--- config.mk ---
export PLATFORM = sky130hd
export DESIGN_NAME = lpc_pixel_clock_gen
export DESIGN_NICKNAME = d
export VERILOG_FILES = /design/src/lpc_pkg.sv /design/src/lpc_ps_if.sv /design/src/lpc_pixel_clock_gen.sv /design/src/lpc_postscaler.sv
export SDC_FILE = /design/constraint.sdc
export NUM_CORES = 1
export LEC_CHECK = 0
export ABC_AREA = 1
export CAP_MARGIN = 20
export CORE_MARGIN = 1.5
export CORE_UTILIZATION = 41
export DETAILED_ROUTE_END_ITERATION = 10
export DONT_BUFFER_PORTS = 1
export GPL_TIMING_DRIVEN = 0
export PLACE_DENSITY = 0.67
export SYNTH_ARGS = -nofsm -noshare
export SYNTH_HDL_FRONTEND = slang
export SYNTH_HIERARCHICAL = 1
export SYNTH_SLANG_ARGS = --single-unit
--- constraint.sdc ---
create_clock -name pclk -period 3.4 [get_ports pclk]
set_input_delay 0.68 -clock pclk [delete_from_list [all_inputs] [get_ports pclk]]
set_output_delay 0.68 -clock pclk [all_outputs]
set_load 0.01 [all_outputs]
--- src/lpc_pkg.sv ---
// constants shared by the pixel clock generator files
// assumes pclk stands in for twice the vco rate (one pclk = half vco)
package lpc_pkg;
  localparam int unsigned CTRL_W = 56;
  localparam logic [7:0] ADDR_CTRL_LO = 8'h00;
  localparam logic [7:0] ADDR_CTRL_HI = 8'h04;
  localparam logic [7:0] ADDR_STATUS = 8'h08;
  localparam logic [7:0] ADDR_SHIFT_LO = 8'h0c;
  localparam logic [7:0] ADDR_SHIFT_HI = 8'h10;
  // field positions: control bit n sits at index n-1
  localparam int unsigned POS_MOD = 0;
  localparam int unsigned POS_BYPASS = 7;
  localparam int unsigned POS_SCALE = 12;
  localparam int unsigned POS_REFDIV = 14;
  localparam int unsigned POS_FBDIV = 21;
  localparam int unsigned POS_DOUBLE = 30;
  localparam int unsigned POS_POL = 38;
  localparam int unsigned POS_SUPPRESS = 45;
  localparam int unsigned POS_AUX = 46;
  localparam int unsigned POS_REFEDGE = 55;
  // power-on: divide by four (4a), reference bypass, fixed-one bits 7 and 10
  localparam logic [55:0] CTRL_RESET = 56'h00_0000_0000_02c1;
  localparam logic [8:0] FB_MIN = 9'h025;
  localparam logic [8:0] FB_MAX = 9'h188;
  typedef enum logic [1:0] {
    LPC_SC_DIV1,
    LPC_SC_DIV2,
    LPC_SC_DIV4,
    LPC_SC_TEST
  } lpc_scale_e;

  // pixel divider modulus from the four-bit code
  function automatic logic [4:0] lpc_modulus(input logic [3:0] code);
    logic [4:0] m;
    m = 5'h03;
    if (code[3]) begin
      unique case (code[1:0])
        2'h0: m = 5'h0c;
        2'h1: m = 5'h10;
        2'h2: m = 5'h10;
        2'h3: m = 5'h14;
      endcase
    end else begin
      unique case (code[2:0])
        3'h0: m = 5'h03;
        3'h1: m = 5'h04;
        3'h2: m = 5'h04;
        3'h3: m = 5'h05;
        3'h4: m = 5'h06;
        3'h5: m = 5'h08;
        3'h6: m = 5'h08;
        3'h7: m = 5'h0a;
      endcase
    end
    return m;
  endfunction

  // restart delay in half vco periods (twice the k figure)
  function automatic logic [4:0] lpc_k_half(input logic [3:0] code);
    logic [4:0] k;
    k = 5'h04;
    if (code[3]) begin
      unique case (code[1:0])
        2'h0: k = 5'h0d;
        2'h1: k = 5'h13;
        2'h2: k = 5'h12;
        2'h3: k = 5'h18;
      endcase
    end else begin
      unique case (code[2:0])
        3'h0: k = 5'h04;
        3'h1: k = 5'h07;
        3'h2: k = 5'h06;
        3'h3: k = 5'h09;
        3'h4: k = 5'h07;
        3'h5: k = 5'h0b;
        3'h6: k = 5'h0a;
        3'h7: k = 5'h0e;
      endcase
    end
    return k;
  endfunction
endpackage

--- src/lpc_ps_if.sv ---
// post-scaler settings in, half-period ticks out
// assumes one clock, pclk, on both ends
`timescale 1ns/1ps
interface lpc_ps_if;
  logic bypass;
  logic ref_level;
  logic [1:0] scale;
  logic vco_half;
  logic div_half;
  modport scaler (input bypass, ref_level, scale, output vco_half, div_half);
  modport user (output bypass, ref_level, scale, input vco_half, div_half);
endinterface

--- src/lpc_pixel_clock_gen.sv ---
// pixel clock generator: serial programming port, control bits, apb view,
// reference and feedback dividers, gated and re-phased pixel divider
// assumes all pins synchronous to pclk; pclk runs at twice the vco rate
//
// Notes on behaviour
// - pixel modulus 3,4,5,6,8,10,12,16,20 only
// - pixel output duty exactly half
// - pixel divider clocked from post-scaler
// - gate assertion restarts phase, polarity selectable
// - gate off: finish cycle, hold high
// - restart resolved to a post-scaler tick, half a vco cycle at pass
// - restart delay is K vco periods
// - post-scaler ignores the gate input
// - scaler: pass, halve, quarter, test
// - reference modulus 1 to 128
// - feedback modulus 37 to 392
// - double bit doubles feedback modulus
// - vco equals reference times ratio
// - shift data on serial clock rise
// - hold sampled on same rising edge
// - hold low: shift only, no change
// - hold high: copy shift into control
// - gate polarity from control bit 39
// - output suppressed by control bit 46
// - four-bit modulus code table
// - reset gives divide by four, bypass
// - scaler select 00/01/10/11 meanings
// - bypass bit feeds reference, defaults one
`timescale 1ns/1ps
module lpc_pixel_clock_gen (
  input wire logic pclk,
  input wire logic presetn,
  input wire logic psel,
  input wire logic penable,
  input wire logic pwrite,
  input wire logic [7:0] paddr,
  input wire logic [31:0] pwdata,
  output logic [31:0] prdata,
  output logic pready,
  output logic pslverr,
  input wire logic serial_shift_clock,
  input wire logic serial_data_in,
  input wire logic serial_hold_in,
  input wire logic ref_osc_in,
  input wire logic pixel_gate_in,
  output logic pixel_clk_out,
  output logic ref_div_out,
  output logic fb_div_out
);
  typedef enum logic [1:0] {
    LPC_IDLE,
    LPC_DELAY,
    LPC_RUN
  } lpc_state_e;

  lpc_ps_if ps ();

  logic [55:0] ctrl_reg;
  logic [55:0] shift_reg;
  logic [5:0] bit_cnt_reg;
  logic sclk_q_reg;
  logic gate_q_reg;
  logic [31:0] prdata_reg;
  logic pready_reg;
  logic pslverr_reg;
  logic out_reg;
  logic pix_reg;
  logic phase_low_reg;
  logic [4:0] delay_cnt_reg;
  logic [4:0] half_cnt_reg;
  lpc_state_e state_reg;
  lpc_state_e state_next;
  logic [6:0] ref_cnt_reg;
  logic [10:0] fb_cnt_reg;
  logic ref_q_reg;
  logic ref_div_reg;
  logic fb_div_reg;

  logic sclk_rise;
  logic [55:0] shift_next;
  logic [3:0] mod_code;
  logic [4:0] modulus;
  logic [4:0] k_half;
  logic gate_active;
  logic gate_assert;
  logic apb_access;
  logic apb_done;
  logic addr_ok;
  logic [8:0] fb_code;
  logic [8:0] fb_base;
  logic [9:0] fb_mod;
  logic ref_edge;

  ////////////////////////////////////////////////////////////////////////
  // control fields

  assign mod_code = ctrl_reg[lpc_pkg::POS_MOD +: 4];
  assign modulus = lpc_pkg::lpc_modulus(mod_code);
  assign k_half = lpc_pkg::lpc_k_half(mod_code);

  assign ps.bypass = ctrl_reg[lpc_pkg::POS_BYPASS];
  assign ps.ref_level = ref_osc_in;
  assign ps.scale = ctrl_reg[lpc_pkg::POS_SCALE +: 2];

  lpc_postscaler u_scaler (
    .pclk(pclk),
    .presetn(presetn),
    .ps(ps)
  );

  ////////////////////////////////////////////////////////////////////////
  // serial programming port

  assign sclk_rise = serial_shift_clock & ~sclk_q_reg;
  // first bit ends at index 0
  assign shift_next = {serial_data_in, shift_reg[55:1]};

  always_ff @(posedge pclk or negedge presetn) begin
    if (!presetn) begin
      sclk_q_reg <= 1'b0;
    end else begin
      sclk_q_reg <= serial_shift_clock;
    end
  end

  always_ff @(posedge pclk or negedge presetn) begin
    if (!presetn) begin
      shift_reg <= '0;
    end else if (sclk_rise) begin
      shift_reg <= shift_next;
    end
  end

  // bits taken since the last transfer, for software to watch
  always_ff @(posedge pclk or negedge presetn) begin
    if (!presetn) begin
      bit_cnt_reg <= 6'h00;
    end else if (sclk_rise) begin
      bit_cnt_reg <= serial_hold_in ? 6'h00 : bit_cnt_reg + 6'h01;
    end
  end

  ////////////////////////////////////////////////////////////////////////
  // apb slave: one wait state, registered answer

  assign apb_access = psel & penable;
  assign apb_done = apb_access & pready_reg;
  assign addr_ok = (paddr == lpc_pkg::ADDR_CTRL_LO) |
                   (paddr == lpc_pkg::ADDR_CTRL_HI) |
                   (paddr == lpc_pkg::ADDR_STATUS) |
                   (paddr == lpc_pkg::ADDR_SHIFT_LO) |
                   (paddr == lpc_pkg::ADDR_SHIFT_HI);

  always_ff @(posedge pclk or negedge presetn) begin
    if (!presetn) begin
      pready_reg <= 1'b0;
      pslverr_reg <= 1'b0;
    end else begin
      pready_reg <= apb_access & ~pready_reg;
      pslverr_reg <= apb_access & ~pready_reg & ~addr_ok;
    end
  end

  always_ff @(posedge pclk or negedge presetn) begin
    if (!presetn) begin
      prdata_reg <= 32'h0000_0000;
    end else if (apb_access & ~pready_reg) begin
      prdata_reg <= 32'h0000_0000;
      if (!pwrite) begin
        unique case (paddr)
          lpc_pkg::ADDR_CTRL_LO: prdata_reg <= ctrl_reg[31:0];
          lpc_pkg::ADDR_CTRL_HI: prdata_reg <= {8'h00, ctrl_reg[55:32]};
          lpc_pkg::ADDR_STATUS: prdata_reg <= {18'h00000, bit_cnt_reg,
            3'h0, phase_low_reg, state_reg, gate_active, out_reg};
          lpc_pkg::ADDR_SHIFT_LO: prdata_reg <= shift_reg[31:0];
          lpc_pkg::ADDR_SHIFT_HI: prdata_reg <= {8'h00, shift_reg[55:32]};
          default: prdata_reg <= 32'h0000_0000;
        endcase
      end
    end
  end

  ////////////////////////////////////////////////////////////////////////
  // active control bits

  // serial transfer beats a same-cycle apb write: the pins are the
  // documented path, software loading is a convenience on top
  always_ff @(posedge pclk or negedge presetn) begin
    if (!presetn) begin
      ctrl_reg <= lpc_pkg::CTRL_RESET;
    end else if (sclk_rise & serial_hold_in) begin
      ctrl_reg <= shift_next;
    end else if (apb_done & pwrite) begin
      if (paddr == lpc_pkg::ADDR_CTRL_LO) begin
        ctrl_reg[31:0] <= pwdata;
      end else if (paddr == lpc_pkg::ADDR_CTRL_HI) begin
        ctrl_reg[55:32] <= pwdata[23:0];
      end
    end
  end

  ////////////////////////////////////////////////////////////////////////
  // gate input

  assign gate_active = ctrl_reg[lpc_pkg::POS_POL] ? pixel_gate_in
                                                  : ~pixel_gate_in;

  always_ff @(posedge pclk or negedge presetn) begin
    if (!presetn) begin
      gate_q_reg <= 1'b0;
    end else begin
      gate_q_reg <= gate_active;
    end
  end

  // relies on off gap
  // a gap shorter than a pixel period still restarts, but the cycle
  // cut short then is not a full one
  assign gate_assert = gate_active & ~gate_q_reg;

  ////////////////////////////////////////////////////////////////////////
  // pixel divider state

  always_comb begin
    state_next = state_reg;
    unique case (state_reg)
      LPC_IDLE: begin
        if (gate_assert) begin
          state_next = LPC_DELAY;
        end
      end
      LPC_DELAY: begin
        if (!gate_active) begin
          state_next = LPC_IDLE;
        // start on a post-scaler tick, else the first low phase runs short
        end else if (ps.div_half && delay_cnt_reg >= k_half - 5'h01) begin
          state_next = LPC_RUN;
        end
      end
      LPC_RUN: begin
        if (gate_assert) begin
          state_next = LPC_DELAY;
        end else if (ps.div_half && !phase_low_reg &&
                     half_cnt_reg == modulus - 5'h01 && !gate_active) begin
          state_next = LPC_IDLE;
        end
      end
      default: state_next = LPC_IDLE;
    endcase
  end

  always_ff @(posedge pclk or negedge presetn) begin
    if (!presetn) begin
      state_reg <= LPC_IDLE;
    end else begin
      state_reg <= state_next;
    end
  end

  always_ff @(posedge pclk or negedge presetn) begin
    if (!presetn) begin
      delay_cnt_reg <= 5'h00;
    end else if (state_reg != LPC_DELAY) begin
      delay_cnt_reg <= 5'h00;
    end else if (ps.vco_half) begin
      delay_cnt_reg <= delay_cnt_reg + 5'h01;
    end
  end

  // modulus halves per phase
  // each phase lasts modulus half-ticks, so odd moduli stay symmetric
  always_ff @(posedge pclk or negedge presetn) begin
    if (!presetn) begin
      half_cnt_reg <= 5'h00;
      phase_low_reg <= 1'b0;
    end else if (state_next != LPC_RUN || state_reg != LPC_RUN) begin
      half_cnt_reg <= 5'h00;
      phase_low_reg <= (state_next == LPC_RUN);
    end else if (ps.div_half) begin
      if (half_cnt_reg == modulus - 5'h01) begin
        half_cnt_reg <= 5'h00;
        phase_low_reg <= ~phase_low_reg;
      end else begin
        half_cnt_reg <= half_cnt_reg + 5'h01;
      end
    end
  end

  // idle holds level high
  // a cycle is low then high, so stopping at its end leaves it high
  always_ff @(posedge pclk or negedge presetn) begin
    if (!presetn) begin
      pix_reg <= 1'b1;
    end else begin
      pix_reg <= (state_next != LPC_RUN) | ~phase_low_reg;
    end
  end

  always_ff @(posedge pclk or negedge presetn) begin
    if (!presetn) begin
      out_reg <= 1'b1;
    end else if (ps.scale == 2'(lpc_pkg::LPC_SC_TEST)) begin
      out_reg <= ctrl_reg[lpc_pkg::POS_AUX];
    end else if (ctrl_reg[lpc_pkg::POS_SUPPRESS]) begin
      out_reg <= 1'b0;
    end else begin
      out_reg <= pix_reg;
    end
  end

  ////////////////////////////////////////////////////////////////////////
  // synthesizer dividers feeding the analog phase detector

  assign fb_code = ctrl_reg[lpc_pkg::POS_FBDIV +: 9];
  assign fb_base = (fb_code < lpc_pkg::FB_MIN) ? lpc_pkg::FB_MIN :
                   (fb_code > lpc_pkg::FB_MAX) ? lpc_pkg::FB_MAX : fb_code;
  assign fb_mod = ctrl_reg[lpc_pkg::POS_DOUBLE] ? {fb_base, 1'b0}
                                                : {1'b0, fb_base};

  assign ref_edge = ctrl_reg[lpc_pkg::POS_REFEDGE] ? (~ref_osc_in & ref_q_reg)
                                                   : (ref_osc_in & ~ref_q_reg);

  always_ff @(posedge pclk or negedge presetn) begin
    if (!presetn) begin
      ref_q_reg <= 1'b0;
    end else begin
      ref_q_reg <= ref_osc_in;
    end
  end

  always_ff @(posedge pclk or negedge presetn) begin
    if (!presetn) begin
      ref_cnt_reg <= 7'h00;
      ref_div_reg <= 1'b0;
    end else begin
      ref_div_reg <= 1'b0;
      if (ref_edge) begin
        if (ref_cnt_reg >= ctrl_reg[lpc_pkg::POS_REFDIV +: 7]) begin
          ref_cnt_reg <= 7'h00;
          ref_div_reg <= 1'b1;
        end else begin
          ref_cnt_reg <= ref_cnt_reg + 7'h01;
        end
      end
    end
  end

  // one vco period is two vco halves
  always_ff @(posedge pclk or negedge presetn) begin
    if (!presetn) begin
      fb_cnt_reg <= 11'h000;
      fb_div_reg <= 1'b0;
    end else begin
      fb_div_reg <= 1'b0;
      if (ps.vco_half) begin
        if (fb_cnt_reg >= {fb_mod, 1'b0} - 11'h001) begin
          fb_cnt_reg <= 11'h000;
          fb_div_reg <= 1'b1;
        end else begin
          fb_cnt_reg <= fb_cnt_reg + 11'h001;
        end
      end
    end
  end

  assign prdata = prdata_reg;
  assign pready = pready_reg;
  assign pslverr = pslverr_reg;
  assign pixel_clk_out = out_reg;
  assign ref_div_out = ref_div_reg;
  assign fb_div_out = fb_div_reg;
endmodule

--- src/lpc_postscaler.sv ---
// post-scaler: turns the vco (or the bypassed reference) into half ticks
// assumes ref_level is already synchronous to pclk
`timescale 1ns/1ps
module lpc_postscaler (
  input wire logic pclk,
  input wire logic presetn,
  lpc_ps_if.scaler ps
);
  logic ref_q_reg;
  logic [1:0] cnt_reg;
  logic src_half;

  always_ff @(posedge pclk or negedge presetn) begin
    if (!presetn) begin
      ref_q_reg <= 1'b0;
    end else begin
      ref_q_reg <= ps.ref_level;
    end
  end

  // bypass: every reference edge is half a source period
  assign src_half = ps.bypass ? (ps.ref_level ^ ref_q_reg) : 1'b1;
  assign ps.vco_half = src_half;

  // free running
  // never cleared by the gate input
  always_ff @(posedge pclk or negedge presetn) begin
    if (!presetn) begin
      cnt_reg <= 2'h0;
    end else if (src_half) begin
      cnt_reg <= cnt_reg + 2'h1;
    end
  end

  always_comb begin
    unique case (lpc_pkg::lpc_scale_e'(ps.scale))
      lpc_pkg::LPC_SC_DIV1: ps.div_half = src_half;
      lpc_pkg::LPC_SC_DIV2: ps.div_half = src_half & cnt_reg[0];
      lpc_pkg::LPC_SC_DIV4: ps.div_half = src_half & (&cnt_reg);
      lpc_pkg::LPC_SC_TEST: ps.div_half = src_half;
    endcase
  end
endmodule

## Word-level counts from Yosys, hierarchy flattened

Memory sizes are Yosys's and may differ from the RTL's.
Index checks and enable logic that the tools add are counted.

| storage, ports and cells | value |
|---|---|
| flip-flop bits (word level) | 192 |
| memory bits (read-only) | 64 |
| memories kept | 2 |
| input port bits | 50 |

Memories:

| name | depth | bits a word | rd ports | clocked after memory_dff | wr ports | RTL line | source |
|---|---|---|---|---|---|---|---|
| (no name shown) | 8 | 4 | 1 | 0 | 0 | lpc_pkg.sv:70 | `unique case (code[2:0])` |
| (no name shown) | 8 | 4 | 1 | 0 | 0 | lpc_pkg.sv:44 | `unique case (code[2:0])` |

| cells by class | value |
|---|---|
| add/sub/neg operators | 9 |
| order comparisons | 5 |
| bitwise logic cells | 26 |
| reduce and logical (&&, ||, !) cells | 23 |
| equal/unequal tests | 18 |
| muxes and demuxes | 41 |

Operators by type and width:

| cell | count |
|---|---|
| $pmux 32 s5 | 1 |
| $mux 56 | 2 |
| $mux 32 | 2 |
| $mux 24 | 2 |
| $mux 5 | 7 |
| $pmux 5 s4 | 1 |
| $mux 9 | 2 |
| $eq 8x4->1 const B | 2 |
| $pmux 5 s3 | 1 |
| $and 1x1->1 | 12 |
| $eq 2x2->1 const B | 6 |
| $mux 1 | 12 |
| $reduce_bool 2->1 | 6 |
| $add 11x1->11 const B | 1 |
| $ge 11x11->1 | 1 |
| $mux 11 | 1 |
| $sub 11x1->11 const B | 1 |
| $add 5x1->5 const B | 2 |
| $mux 10 | 1 |
| $mux 2 | 5 |
| $sub 5x1->5 const B | 2 |
| $gt 9x9->1 const B | 1 |
| $lt 9x6->1 const B | 1 |
| $eq 8x3->1 const B | 1 |
| 25 further kinds | 49 |

## Logic depth before layout (Yosys ltp)

Gate-level depths: netlist (run 1).

| logic depth | value |
|---|---|
| depth after elaboration | 15 |
| mapped depth | 23 |
| depth with buffers taken out | 23 |

## Cells and area by module

Netlist (run 1), hierarchy kept.

By module, submodules not included:

| module | area an instance (µm²) | instances | cells an instance | seq. area each (µm²) |
|---|---|---|---|---|
| lpc_pixel_clock_gen | 10028.4 | 1 | 1163 | 4762.1 |
| lpc_postscaler | 203.9 | 1 | 26 | 75.1 |

## Worst setup path before layout (run 1)

No wires, ideal clock.

| timing | value |
|---|---|
| kind | reg2reg |
| start | register ctrl_reg[22] |
| end | register fb_cnt_reg[6] |
| path buffers | 0 |
| library setup time | 86 ps |
| period minus slack after synthesis | 2699 ps |
| cell stages (with the launch flop) | 24 |
| data arrival time | 2613 ps |
| path slack | 701 ps |
| data required time | 3314 ps |
| cells stage by stage | dfrtp_1 -> nor2_2 -> a21oi_2 -> o21ai_4 -> nand2_1 -> nand2_1 -> nand2_1 -> o21ai_0 -> inv_1 -> ha_1 -> nand3_1 -> nor2_1 -> nand3_1 -> nand2_1 -> nand2_1 -> inv_1 -> ha_1 -> nand2_1 -> nor2_1 -> nand3_1 -> o2111ai_1 -> nand2_1 -> clkinv_1 -> nor3_1 |

| on the way | value |
|---|---|
| cells in the longest elaborated chain, start to end | 7 |

RTL lines:

| item | RTL line | source |
|---|---|---|
| start, declared | lpc_pixel_clock_gen.sv:58 | `logic [55:0] ctrl_reg;` |
| start signal, assigned | lpc_pixel_clock_gen.sv:190 | `ctrl_reg <= lpc_pkg::CTRL_RESET;` |
| start signal, assigned | lpc_pixel_clock_gen.sv:192 | `ctrl_reg <= shift_next;` |
| start signal, assigned | lpc_pixel_clock_gen.sv:195 | `ctrl_reg[31:0] <= pwdata;` |
| $gt 9x9->1 | lpc_pixel_clock_gen.sv:316 | `(fb_code > lpc_pkg::FB_MAX) ? lpc_pkg::FB_MAX : fb_code;` |
| $mux 9 | lpc_pixel_clock_gen.sv:316 |  |
| $mux 9 (*) | lpc_pixel_clock_gen.sv:315 | `assign fb_base = (fb_code < lpc_pkg::FB_MIN) ? lpc_pkg::FB_MIN :` |
| $mux 10 (*) | lpc_pixel_clock_gen.sv:317 | `assign fb_mod = ctrl_reg[lpc_pkg::POS_DOUBLE] ? {fb_base, 1'b0}` |
| $sub 11x1->11 (*) | lpc_pixel_clock_gen.sv:356 | `if (fb_cnt_reg >= {fb_mod, 1'b0} - 11'h001) begin` |
| $ge 11x11->1 (*) | lpc_pixel_clock_gen.sv:356 |  |
| $mux 11 (*) | lpc_pixel_clock_gen.sv:356 |  |
| end signal, assigned | lpc_pixel_clock_gen.sv:360 | `fb_cnt_reg <= fb_cnt_reg + 11'h001;` |
| end, declared | lpc_pixel_clock_gen.sv:74 | `logic [10:0] fb_cnt_reg;` |

Every way passes the cells marked *; elsewhere a longest branch is shown, timed or not.
A chain may end at the register's enable or synchronous reset.

## Worst setup path after layout (run 1)

| timing | value |
|---|---|
| start | register ctrl_reg[22] |
| end | register fb_cnt_reg[8] |

The elaborated chain is that of the path after synthesis.

==> summary.md, run 1 <==
| Metric | Value |
|---|---|
| Area leader, netlist | dfrtp_1 |
| TritonCTS Buffers | 17 |
| Via count | 8639 |
| Crit path time final | 3.117 ns |
| Hold Vio Cnt, Final | 187 |
| Clk Tree Root Cell | clkbuf_16 |
| Vias in the first global route | 8577 |
| Hold Slack | -0.08019 ns |
| Dpl hpwl | 20.88 mm |
| Die Y | 161.0 um |
| Pwr/cell area | 613.2 nW/um2 |
| Crit path max fanout | 8 |
| Pin count of the biggest net entering global routing | 194 |
| # diodes | 0 |
| Final period utilization | 0.9168 |
| Final ANT Viol Nets | 0 |
| Layout cells sized above 1 | 0.1128 |
| CP max stage cell | dfrtp_2 |
| Max Transition Viols Final | 0 |
| Drt first pass iters | 7 |
| Max_cap viols | 0 |
| Horiz. Die Dim | 161.0 um |
| CP Data Arrival Time | 3.49 ns |
| Seq cells post-synth | 193 |
| Yosys warnings | 6 |
| Initial antenna violation count | 0 |
| Top-area cell type share of the netlist area | 0.4573 |
| Critical Path Most Common Cell | nand2_1 |
| Skew-Pair Late Insertion Delay | 0.45 ns |
| DP Cell Count | 1513 |
| Failing checks | hold timing |
| Post-synthesis cell type count | 54 |
| Routed len/inst | 18.70 um |
| DRT iter0 DRCs | 896 |
| F_max | 320.8 MHz |
| Max clock buf depth | 2 |
| I/O Pins | 87 |
| Critical path type | reg2reg |
| Slowest Stage Delay on Critical Path | 0.46 ns |
| Final std cells w/o fill | 1547 |
| Site Rows | 57 |
| Max-slew headroom | 0.5277 |
| Final wirelength | 28.93 mm |
| Final Total Pwr | 0.006883 W |
| DRC | 0 |
| IO buf count | 0 |
| Die footprint | 25910 um2 |
| Register area share after synthesis | 0.4727 |
| Gate Count Post-Synth | 1189 |
| WP data required | 3.77 ns |
| Final WS setup | 0.2830 ns |
| HP Class | in2async |
| Via-to-Cell Ratio | 5.584 |
| Final core utilization | 0.4602 |
| H-tree depth | 4 |
| CTS tree | yes |
| Core Area | 24390 um2 |
| Final Net Count | 1296 |
| Most numerous cell in the Yosys netlist | nand2_1 |
| Synth area leaders | dfrtp_1 (46%), nand2_1 (11%), inv_1 (5.0%) |
| Leakage | 5.142 nW |
| FFs w/ async S/R, synth | 1.000 |
| Setup crit end kind | flip-flop |
| Reg clk slew, reported paths | 0.07 ns |
| Post-synth design cell area | 10230 um2 |
| Clock Sink Count | 193 |
| Status | finished with violations |
| Number of synthesized flops with an enable pin | 0 |
| Area delta synth->final | 9.697% |
| Starting density of the core | 0.4195 |
| Placer Congestion | 0.8919 |
| Syn_nets | 1275 |
| GRT overflow | 0 |
| Worst Tran Pin Value | 0.7084 ns |
| Global Route Usage Sum | 0.2325 |
| Final setup vio count | 0 |
| First-pass GRT wire length | 47.04 mm |
| Worst Clk Skew | 0.01249 ns |
| Mapped Avg Cell Area | 8.606 um2 |
| Critical Path Source Type | flip-flop |
| Synth top cells by count | nand2_1 (296), dfrtp_1 (187), inv_1 (137), o21ai_0 (93), nor2_1 (51) |
| Worst path cell trace | nor2_2, a21oi_2, o21ai_4, nand2_1, nand2_1, nand2_1, o21ai_0, inv_1, ha_1, nand3_1, nor2_2, nand3_1, nand2_1, nand2_1, inv_1, ha_1, nand2_1, nor2_1, nand3_1, o2111ai_2, nand2_2, clkinvlp_4, a21oi_1 |
| VDD IR max | 0.3580 mV |
| Pre-CTS setup slack | 0.1855 ns |
| Main synth FF type | dfrtp_1 |
[cells by family after synthesis]
family | after synthesis | share of synthesized area
compound gates | 287 | 0.1855
xor+xnor | 18 | 0.01541
fa+ha+maj | 36 | 0.04402
buf+inv | 202 | 0.08291
flops | 193 | 0.4727
simple gates | 453 | 0.1994
[cell usage in the layout, fill, tap and decap left out, types with 11 or more instances in the layout]
cell type  netlist  layout
o21ai_0         93      93
inv_1          137     136
ha_1            36      36
a211oi_1        15      15
dfrtp_1        187     185
xor2_1          11      11
o22ai_1         26      26
nand2_1        296     295
nor2_1          51      49
a21oi_1         33      33
inv_2           10      11
nor2_2          10      12
o221ai_1        43      43
nand2_2         11      12
clkbuf_1        23      27
clkbuf_16        0      17
buf_2           14      14
nand3_1         48      48
o21ai_1         31      31
[per-stage QoR]
| stage | area, um2 | hold WS [ns] | TNS [ns] |
|---|---|---|---|
| 2_1_floorplan | 10230 | 0.3844 | 0 |
| 3_3_place_gp | 10640 | 0.3908 | 0 |
| 3_5_place_dp | 10640 | 0.3880 | 0 |
| 4_1_cts | 11180 | -0.08669 | 0 |
| 5_1_grt | 11220 | -0.09647 | -0.06315 |
| 6_report | 11220 | -0.08019 | 0 |
[critical path, delay by kind of cell (launching register included)]
kind,cells,cell delay (ns)
buffers and inverters,3,0.29
DFF,1,0.46
AOI/OAI and AO/OA,5,0.65
adders and majority gates,2,0.45
and+or+nand+nor,13,1.20
[what timing repair did]
action / 4_1_cts / 5_1_grt
endpoints found under the setup margin: 0 / 9
resized for setup: 0 / 9
endpoints found under the hold margin: 187 / 187
buffers inserted: 0 / 2
[worst paths after layout]
check | slack [ns] | cells after the start | startpoint | to
max | 0.28 | 23 | ctrl_reg[22] | fb_cnt_reg[8]
min | -0.08 | 0 | presetn | prdata[28]
max reg2reg | 0.28 | 23 | ctrl_reg[22] | fb_cnt_reg[8]
min reg2reg | 0.47 | 1 | state_reg[0] | state_reg[0]
max in group asynchronous | 3.15 | 0 | presetn | ctrl_reg[9]
min in group pclk | 0.26 | 0 | ref_osc_in | u_scaler/ref_q_reg
[per-layer routing]
metal / track usage / routed length (um) / share of wire
met5: 0 / 0 / 0
met1: 0.3146 / 12480 / 0.43
met3: 0.05470 / 2373 / 0.082
met2: 0.3695 / 13510 / 0.47
met4: 0.07323 / 573 / 0.020
[final cells by class]
| cell class | count | area (um2) |
|---|---|---|
| timing repair buffer | 2 | 15.01 |
| multi-input combinational | 794 | 4566 |
| fill | 2398 | 13170 |
| clock buffer | 21 | 440.4 |
| sequential | 193 | 4840 |
| clock inverter | 11 | 106.4 |
| buffer | 49 | 265.3 |
| inverter | 153 | 586.8 |
| tap | 324 | 405.4 |
[power breakdown]
group / switching (W) / internal, W / total [W]
Sequential: 0.000322 / 0.00271 / 0.00303
Clock: 0.000926 / 0.00102 / 0.00194
Combinational: 0.00120 / 0.000707 / 0.00191
Total: 0.00245 / 0.00443 / 0.00688
Note: power is estimated with default switching activity, not from simulation.
==> run 2: changes to the inputs <==
RECOVER_POWER = 25   (was default)
clock period = 4 ns   (was 3.4 ns; I/O delays follow)
==> summary.md, run 2 (same netlist as run 1, synthesis figures left out) <==
| Metric | Value |
|---|---|
| Worst path cell trace | inv_1, nand3_2, o21ai_4, nand2_1, nand2_1, nand2_1, o21ai_0, inv_1, ha_1, nand3_1, nor2_1, nand3_1, nand2_1, nand2_1, inv_1, ha_1, nand2_1, nor2_1, nand3_1, o2111ai_1, nand2_1, clkinv_1, nor3_1 |
| Skew-Pair Late Insertion Delay | 0.45 ns |
| RSZ-0062 raised after global routing | false |
| Resized Gates After CTS | 0 |
| CP Data Arrival Time | 3.60 ns |
| WP data required | 4.35 ns |
| Initial antenna violation count | 0 |
| First-pass GRT wire length | 47.04 mm |
| Leakage | 5.133 nW |
| Slowest Stage Delay on Critical Path | 0.36 ns |
| Status | complete, no violations |
| # diodes | 0 |
| Hold Vio Cnt, Final | 0 |
| H-tree depth | 4 |
| Critical Path Most Common Cell | nand2_1 |
| Pin count of the biggest net entering global routing | 194 |
| Setup Buffers After CTS | 0 |
| CTS tree | yes |
| DRT iter0 DRCs | 928 |
| Vias in the first global route | 8577 |
| # fillers | 2404 |
| Final wirelength | 28.80 mm |
| IO buf count | 0 |
| Clock Sink Count | 193 |
| HP Class | in2async |
| Die Y | 161.0 um |
| Final period utilization | 0.8119 |
| Area delta synth->final | 9.306% |
| Die footprint | 25910 um2 |
| Hold-fix buffers, CTS | 0 |
| Most common cell after layout, fill and taps aside | nand2_1 |
| Area taken by multi-input logic gates | 4547 um2 |
| Site Rows | 57 |
| Register area | 4837 um2 |
| VDD IR max | 0.3048 mV |
| GRT overflow | 0 |
| Starting density of the core | 0.4195 |
| Core Area | 24390 um2 |
| Max Transition Viols Final | 0 |
| Layout cells sized above 1 | 0.1040 |
| Routed len/inst | 18.64 um |
| Placer Congestion | 0.8919 |
| F_max | 307.9 MHz |
| Most frequent cells in the layout | nand2_1 (296), dfrtp_1 (187), inv_1 (137) |
| Worst Clk Skew | 0.008577 ns |
| Final ANT Viol Nets | 0 |
| Final setup TNS | 0 ns |
| Max clock buf depth | 2 |
| Via-to-Cell Ratio | 5.544 |
| Horiz. Die Dim | 161.0 um |
| Drt first pass iters | 5 |
| Pwr/cell area | 520.8 nW/um2 |
| Dpl hpwl | 20.88 mm |
| Clk Tree Root Cell | clkbuf_16 |
| Critical Path Source Type | flip-flop |
| Reg clk slew, reported paths | 0.07 ns |
| I/O Pins | 87 |
| TritonCTS Buffers | 17 |
| Worst Tran Pin Value | 0.7067 ns |
| Via count | 8565 |
| CP max stage cell | dfrtp_1 |
| Hold Slack | 0.03950 ns |
| Final Net Count | 1294 |
| Crit path time final | 3.248 ns |
| DRC | 0 |
| Crit path max fanout | 8 |
| Setup crit end kind | flip-flop |
| Max_cap viols | 0 |
| Final setup vio count | 0 |
| Final Total Pwr | 0.005824 W |
| Critical path type | reg2reg |
| Max-slew headroom | 0.5289 |
| Global Route Usage Sum | 0.2325 |
==> run 2: changes by cell type in the layout (fill, tap and decap cells not counted), sizes merged <==
cell	before	now
buf	28	26
clkinv	5	6
clkinvlp	5	4
==> run 2: final cells by class <==
class                   count  area share
clock inverters            11    0.009509
multi-input cells         794      0.4065
flip-flops and latches    193      0.4325
plain buffers              49     0.02372
well taps                 324     0.03625
clock buffers              21     0.03938
inverters                 153     0.05213
==> run 2: stage by stage <==
stage / worst slack (ns) / std cells / instance area [um2] / utilization
after floorplan: 1.301 / 1189 / 10230 / -
after global placement: 0.8419 / 1513 / 10640 / 0.4361
after detailed placement: 0.7855 / 1513 / 10640 / 0.4361
after CTS: 0.7503 / 1545 / 11180 / 0.4586
after global routing: 0.3462 / 1545 / 11180 / 0.4586
final: 0.7523 / 1545 / 11180 / 0.4586
==> run 2: report_power, final <==
| group | internal [W] | switching, W | total, W |
|---|---|---|---|
| clock | 0.000865 | 0.000781 | 0.00165 |
| sequential | 0.00230 | 0.000273 | 0.00257 |
| combinational | 0.000592 | 0.00101 | 0.00160 |
==> run 2: worst paths after layout <==
check | start | end | slack [ns] | depth (start not counted)
min reg2reg | state_reg[0] | state_reg[0] | 0.47 | 1
max | ctrl_reg[27] | fb_cnt_reg[6] | 0.75 | 23
max reg2reg | ctrl_reg[27] | fb_cnt_reg[6] | 0.75 | 23
min | presetn | prdata[28] | 0.04 | 0
min in group pclk | serial_shift_clock | sclk_q_reg | 0.38 | 0
max in group asynchronous | presetn | ctrl_reg[9] | 3.63 | 0
==> run 2: metal layers <==
| metal | share of wire | up-vias | GRT usage |
|---|---|---|---|
| met4 | 0.019 | 0 | 0.07323 |
| met5 | 0 | - | 0 |
| met3 | 0.080 | 42 | 0.05470 |
| met2 | 0.46 | 325 | 0.3695 |
| met1 | 0.44 | 4141 | 0.3146 |
| li1 | - | 4057 | - |
==> run 2: critical path: cells and delay by family, from the launching register on <==
kind | cells | cell delay, ns
fa+ha+maj | 2 | 0.44
buf+inv | 4 | 0.54
simple gates | 14 | 1.32
flops | 1 | 0.36
compound gates | 3 | 0.49
==> run 3: changes to the inputs <==
clock period = 3.3 ns   (was 4 ns; I/O delays follow)
==> summary.md, run 3 (same netlist as run 1, synthesis figures left out) <==
| Metric | Value |
|---|---|
| DRC | 0 |
| Most frequent cells in the layout | nand2_1 (292), dfrtp_1 (184), inv_1 (132) |
| # fillers | 2389 |
| Final wirelength | 28.97 mm |
| Area delta synth->final | 10.50% |
| Via-to-Cell Ratio | 5.560 |
| Placer Congestion | 0.8919 |
| Dpl hpwl | 20.88 mm |
| Final Total Pwr | 0.007153 W |
| HP Class | in2async |
| Core Area | 24390 um2 |
| Worst Tran Pin Value | 0.7143 ns |
| Critical path type | reg2reg |
| I/O Pins | 87 |
| First-pass GRT wire length | 47.04 mm |
| Crit path time final | 3.039 ns |
| Hold Vio Cnt, Final | 187 |
| DP Cell Count | 1513 |
| Max clock buf depth | 2 |
| Via count | 8624 |
| Initial antenna violation count | 0 |
| F_max | 329.1 MHz |
| WP data required | 3.66 ns |
| Most common cell after layout, fill and taps aside | nand2_1 |
| R2R cell count | 21 |
| Hold Slack | -0.1010 ns |
| CTS tree | yes |
| Max-slew headroom | 0.5238 |
| Final period utilization | 0.9208 |
| TritonCTS Buffers | 17 |
| Global Route Usage Sum | 0.2325 |
| Skew-Pair Late Insertion Delay | 0.45 ns |
| Critical Path Source Type | flip-flop |
| Final std cells w/o fill | 1551 |
| Reg clk slew, reported paths | 0.07 ns |
| Starting density of the core | 0.4195 |
| Max_cap viols | 0 |
| # diodes | 0 |
| Max Transition Viols Final | 0 |
| Status | finished with violations |
| Final WS setup | 0.2614 ns |
| Layout cells sized above 1 | 0.1255 |
| Final setup vio count | 0 |
| Final Net Count | 1300 |
| Site Rows | 57 |
| VDD IR max | 0.3688 mV |
| Setup crit end kind | flip-flop |
| Pwr/cell area | 632.6 nW/um2 |
| Die Y | 161.0 um |
| Leakage | 5.166 nW |
| DRT iter0 DRCs | 877 |
| Pin count of the biggest net entering global routing | 194 |
| Drt first pass iters | 5 |
| Clk Tree Root Cell | clkbuf_16 |
| Horiz. Die Dim | 161.0 um |
| Flop2flop setup slack | 0.26 ns |
| Pre-CTS setup slack | 0.08552 ns |
| Failing checks | hold timing |
| Die footprint | 25910 um2 |
| CP Data Arrival Time | 3.40 ns |
| Crit path max fanout | 8 |
| GRT overflow | 0 |
| Worst Clk Skew | 0.01348 ns |
| Routed len/inst | 18.68 um |
| IO buf count | 0 |
| Vias in the first global route | 8577 |
| H-tree depth | 4 |
| Clock Sink Count | 193 |
| Final ANT Viol Nets | 0 |
## run 3: timing repair
item | CTS | global route
setup endpoints to repair | 0 | 10
resized for setup | 0 | 25
hold endpoints to repair | 187 | 187
buffers inserted | 0 | 6
## run 3: layout make-up
class | instances | area (um2) | area share
Inverter | 153 | 586.8 | 0.05190
Tap cell | 324 | 405.4 | 0.03585
Clock inverter | 11 | 106.4 | 0.009406
Timing Repair Buffer | 6 | 45.04 | 0.003984
Buffer | 49 | 265.3 | 0.02346
Sequential cell | 193 | 4841 | 0.4281
Multi-Input combinational cell | 794 | 4617 | 0.4083
Clock buffer | 21 | 440.4 | 0.03895
## run 3: worst paths after layout
path / from / endpoint
setup / recovery: ctrl_reg[23] / fb_cnt_reg[6]
hold / removal: presetn / prdata[28]
setup reg to reg: ctrl_reg[23] / fb_cnt_reg[6]
hold reg to reg: state_reg[0] / state_reg[0]
max in group asynchronous: presetn / pixel_clk_out
min in group pclk: ref_osc_in / u_scaler/ref_q_reg
## run 3: where the power goes
group          switching, W  total [W]  internal (W)
combinational       0.00127    0.00203      0.000760
clock              0.000954    0.00200       0.00105
sequential         0.000332    0.00312       0.00279
total               0.00255    0.00715       0.00460
## run 3: stage by stage
stage          TNS (ns)    util  area [um2]
6_report              0  0.4636       11310
5_1_grt        -0.02690  0.4636       11310
4_1_cts               0  0.4586       11180
3_5_place_dp          0  0.4361       10640
3_3_place_gp          0  0.4361       10640
2_1_floorplan         0       -       10230
## run 3: worst max-delay path: stages, from the launching register on
cell and delay (ns):
dfrtp_1 0.43, inv_2 0.08, o21ai_2 0.14, nand2_2 0.08, nand3_4 0.10, nand2_2 0.09
nand2_1 0.06, o21ai_0 0.08, inv_1 0.08, ha_2 0.20, nand3_4 0.09, nor2_4 0.13
xor2_1 0.15, inv_1 0.06, ha_1 0.26, nand2_1 0.07, o21ai_0 0.11, nand2_2 0.09
o2111ai_4 0.13, nand2_2 0.14, clkinvlp_4 0.19, nor3_2 0.19
## run 3: metal layers
metal  vias up  global-route usage  wire length (um)
li1       4066                   -                 -
met1      4203              0.3146             12630
met2       322              0.3695             13560
met3        33             0.05470              2260
met4         0             0.07323               516
met5         -                   0                 0
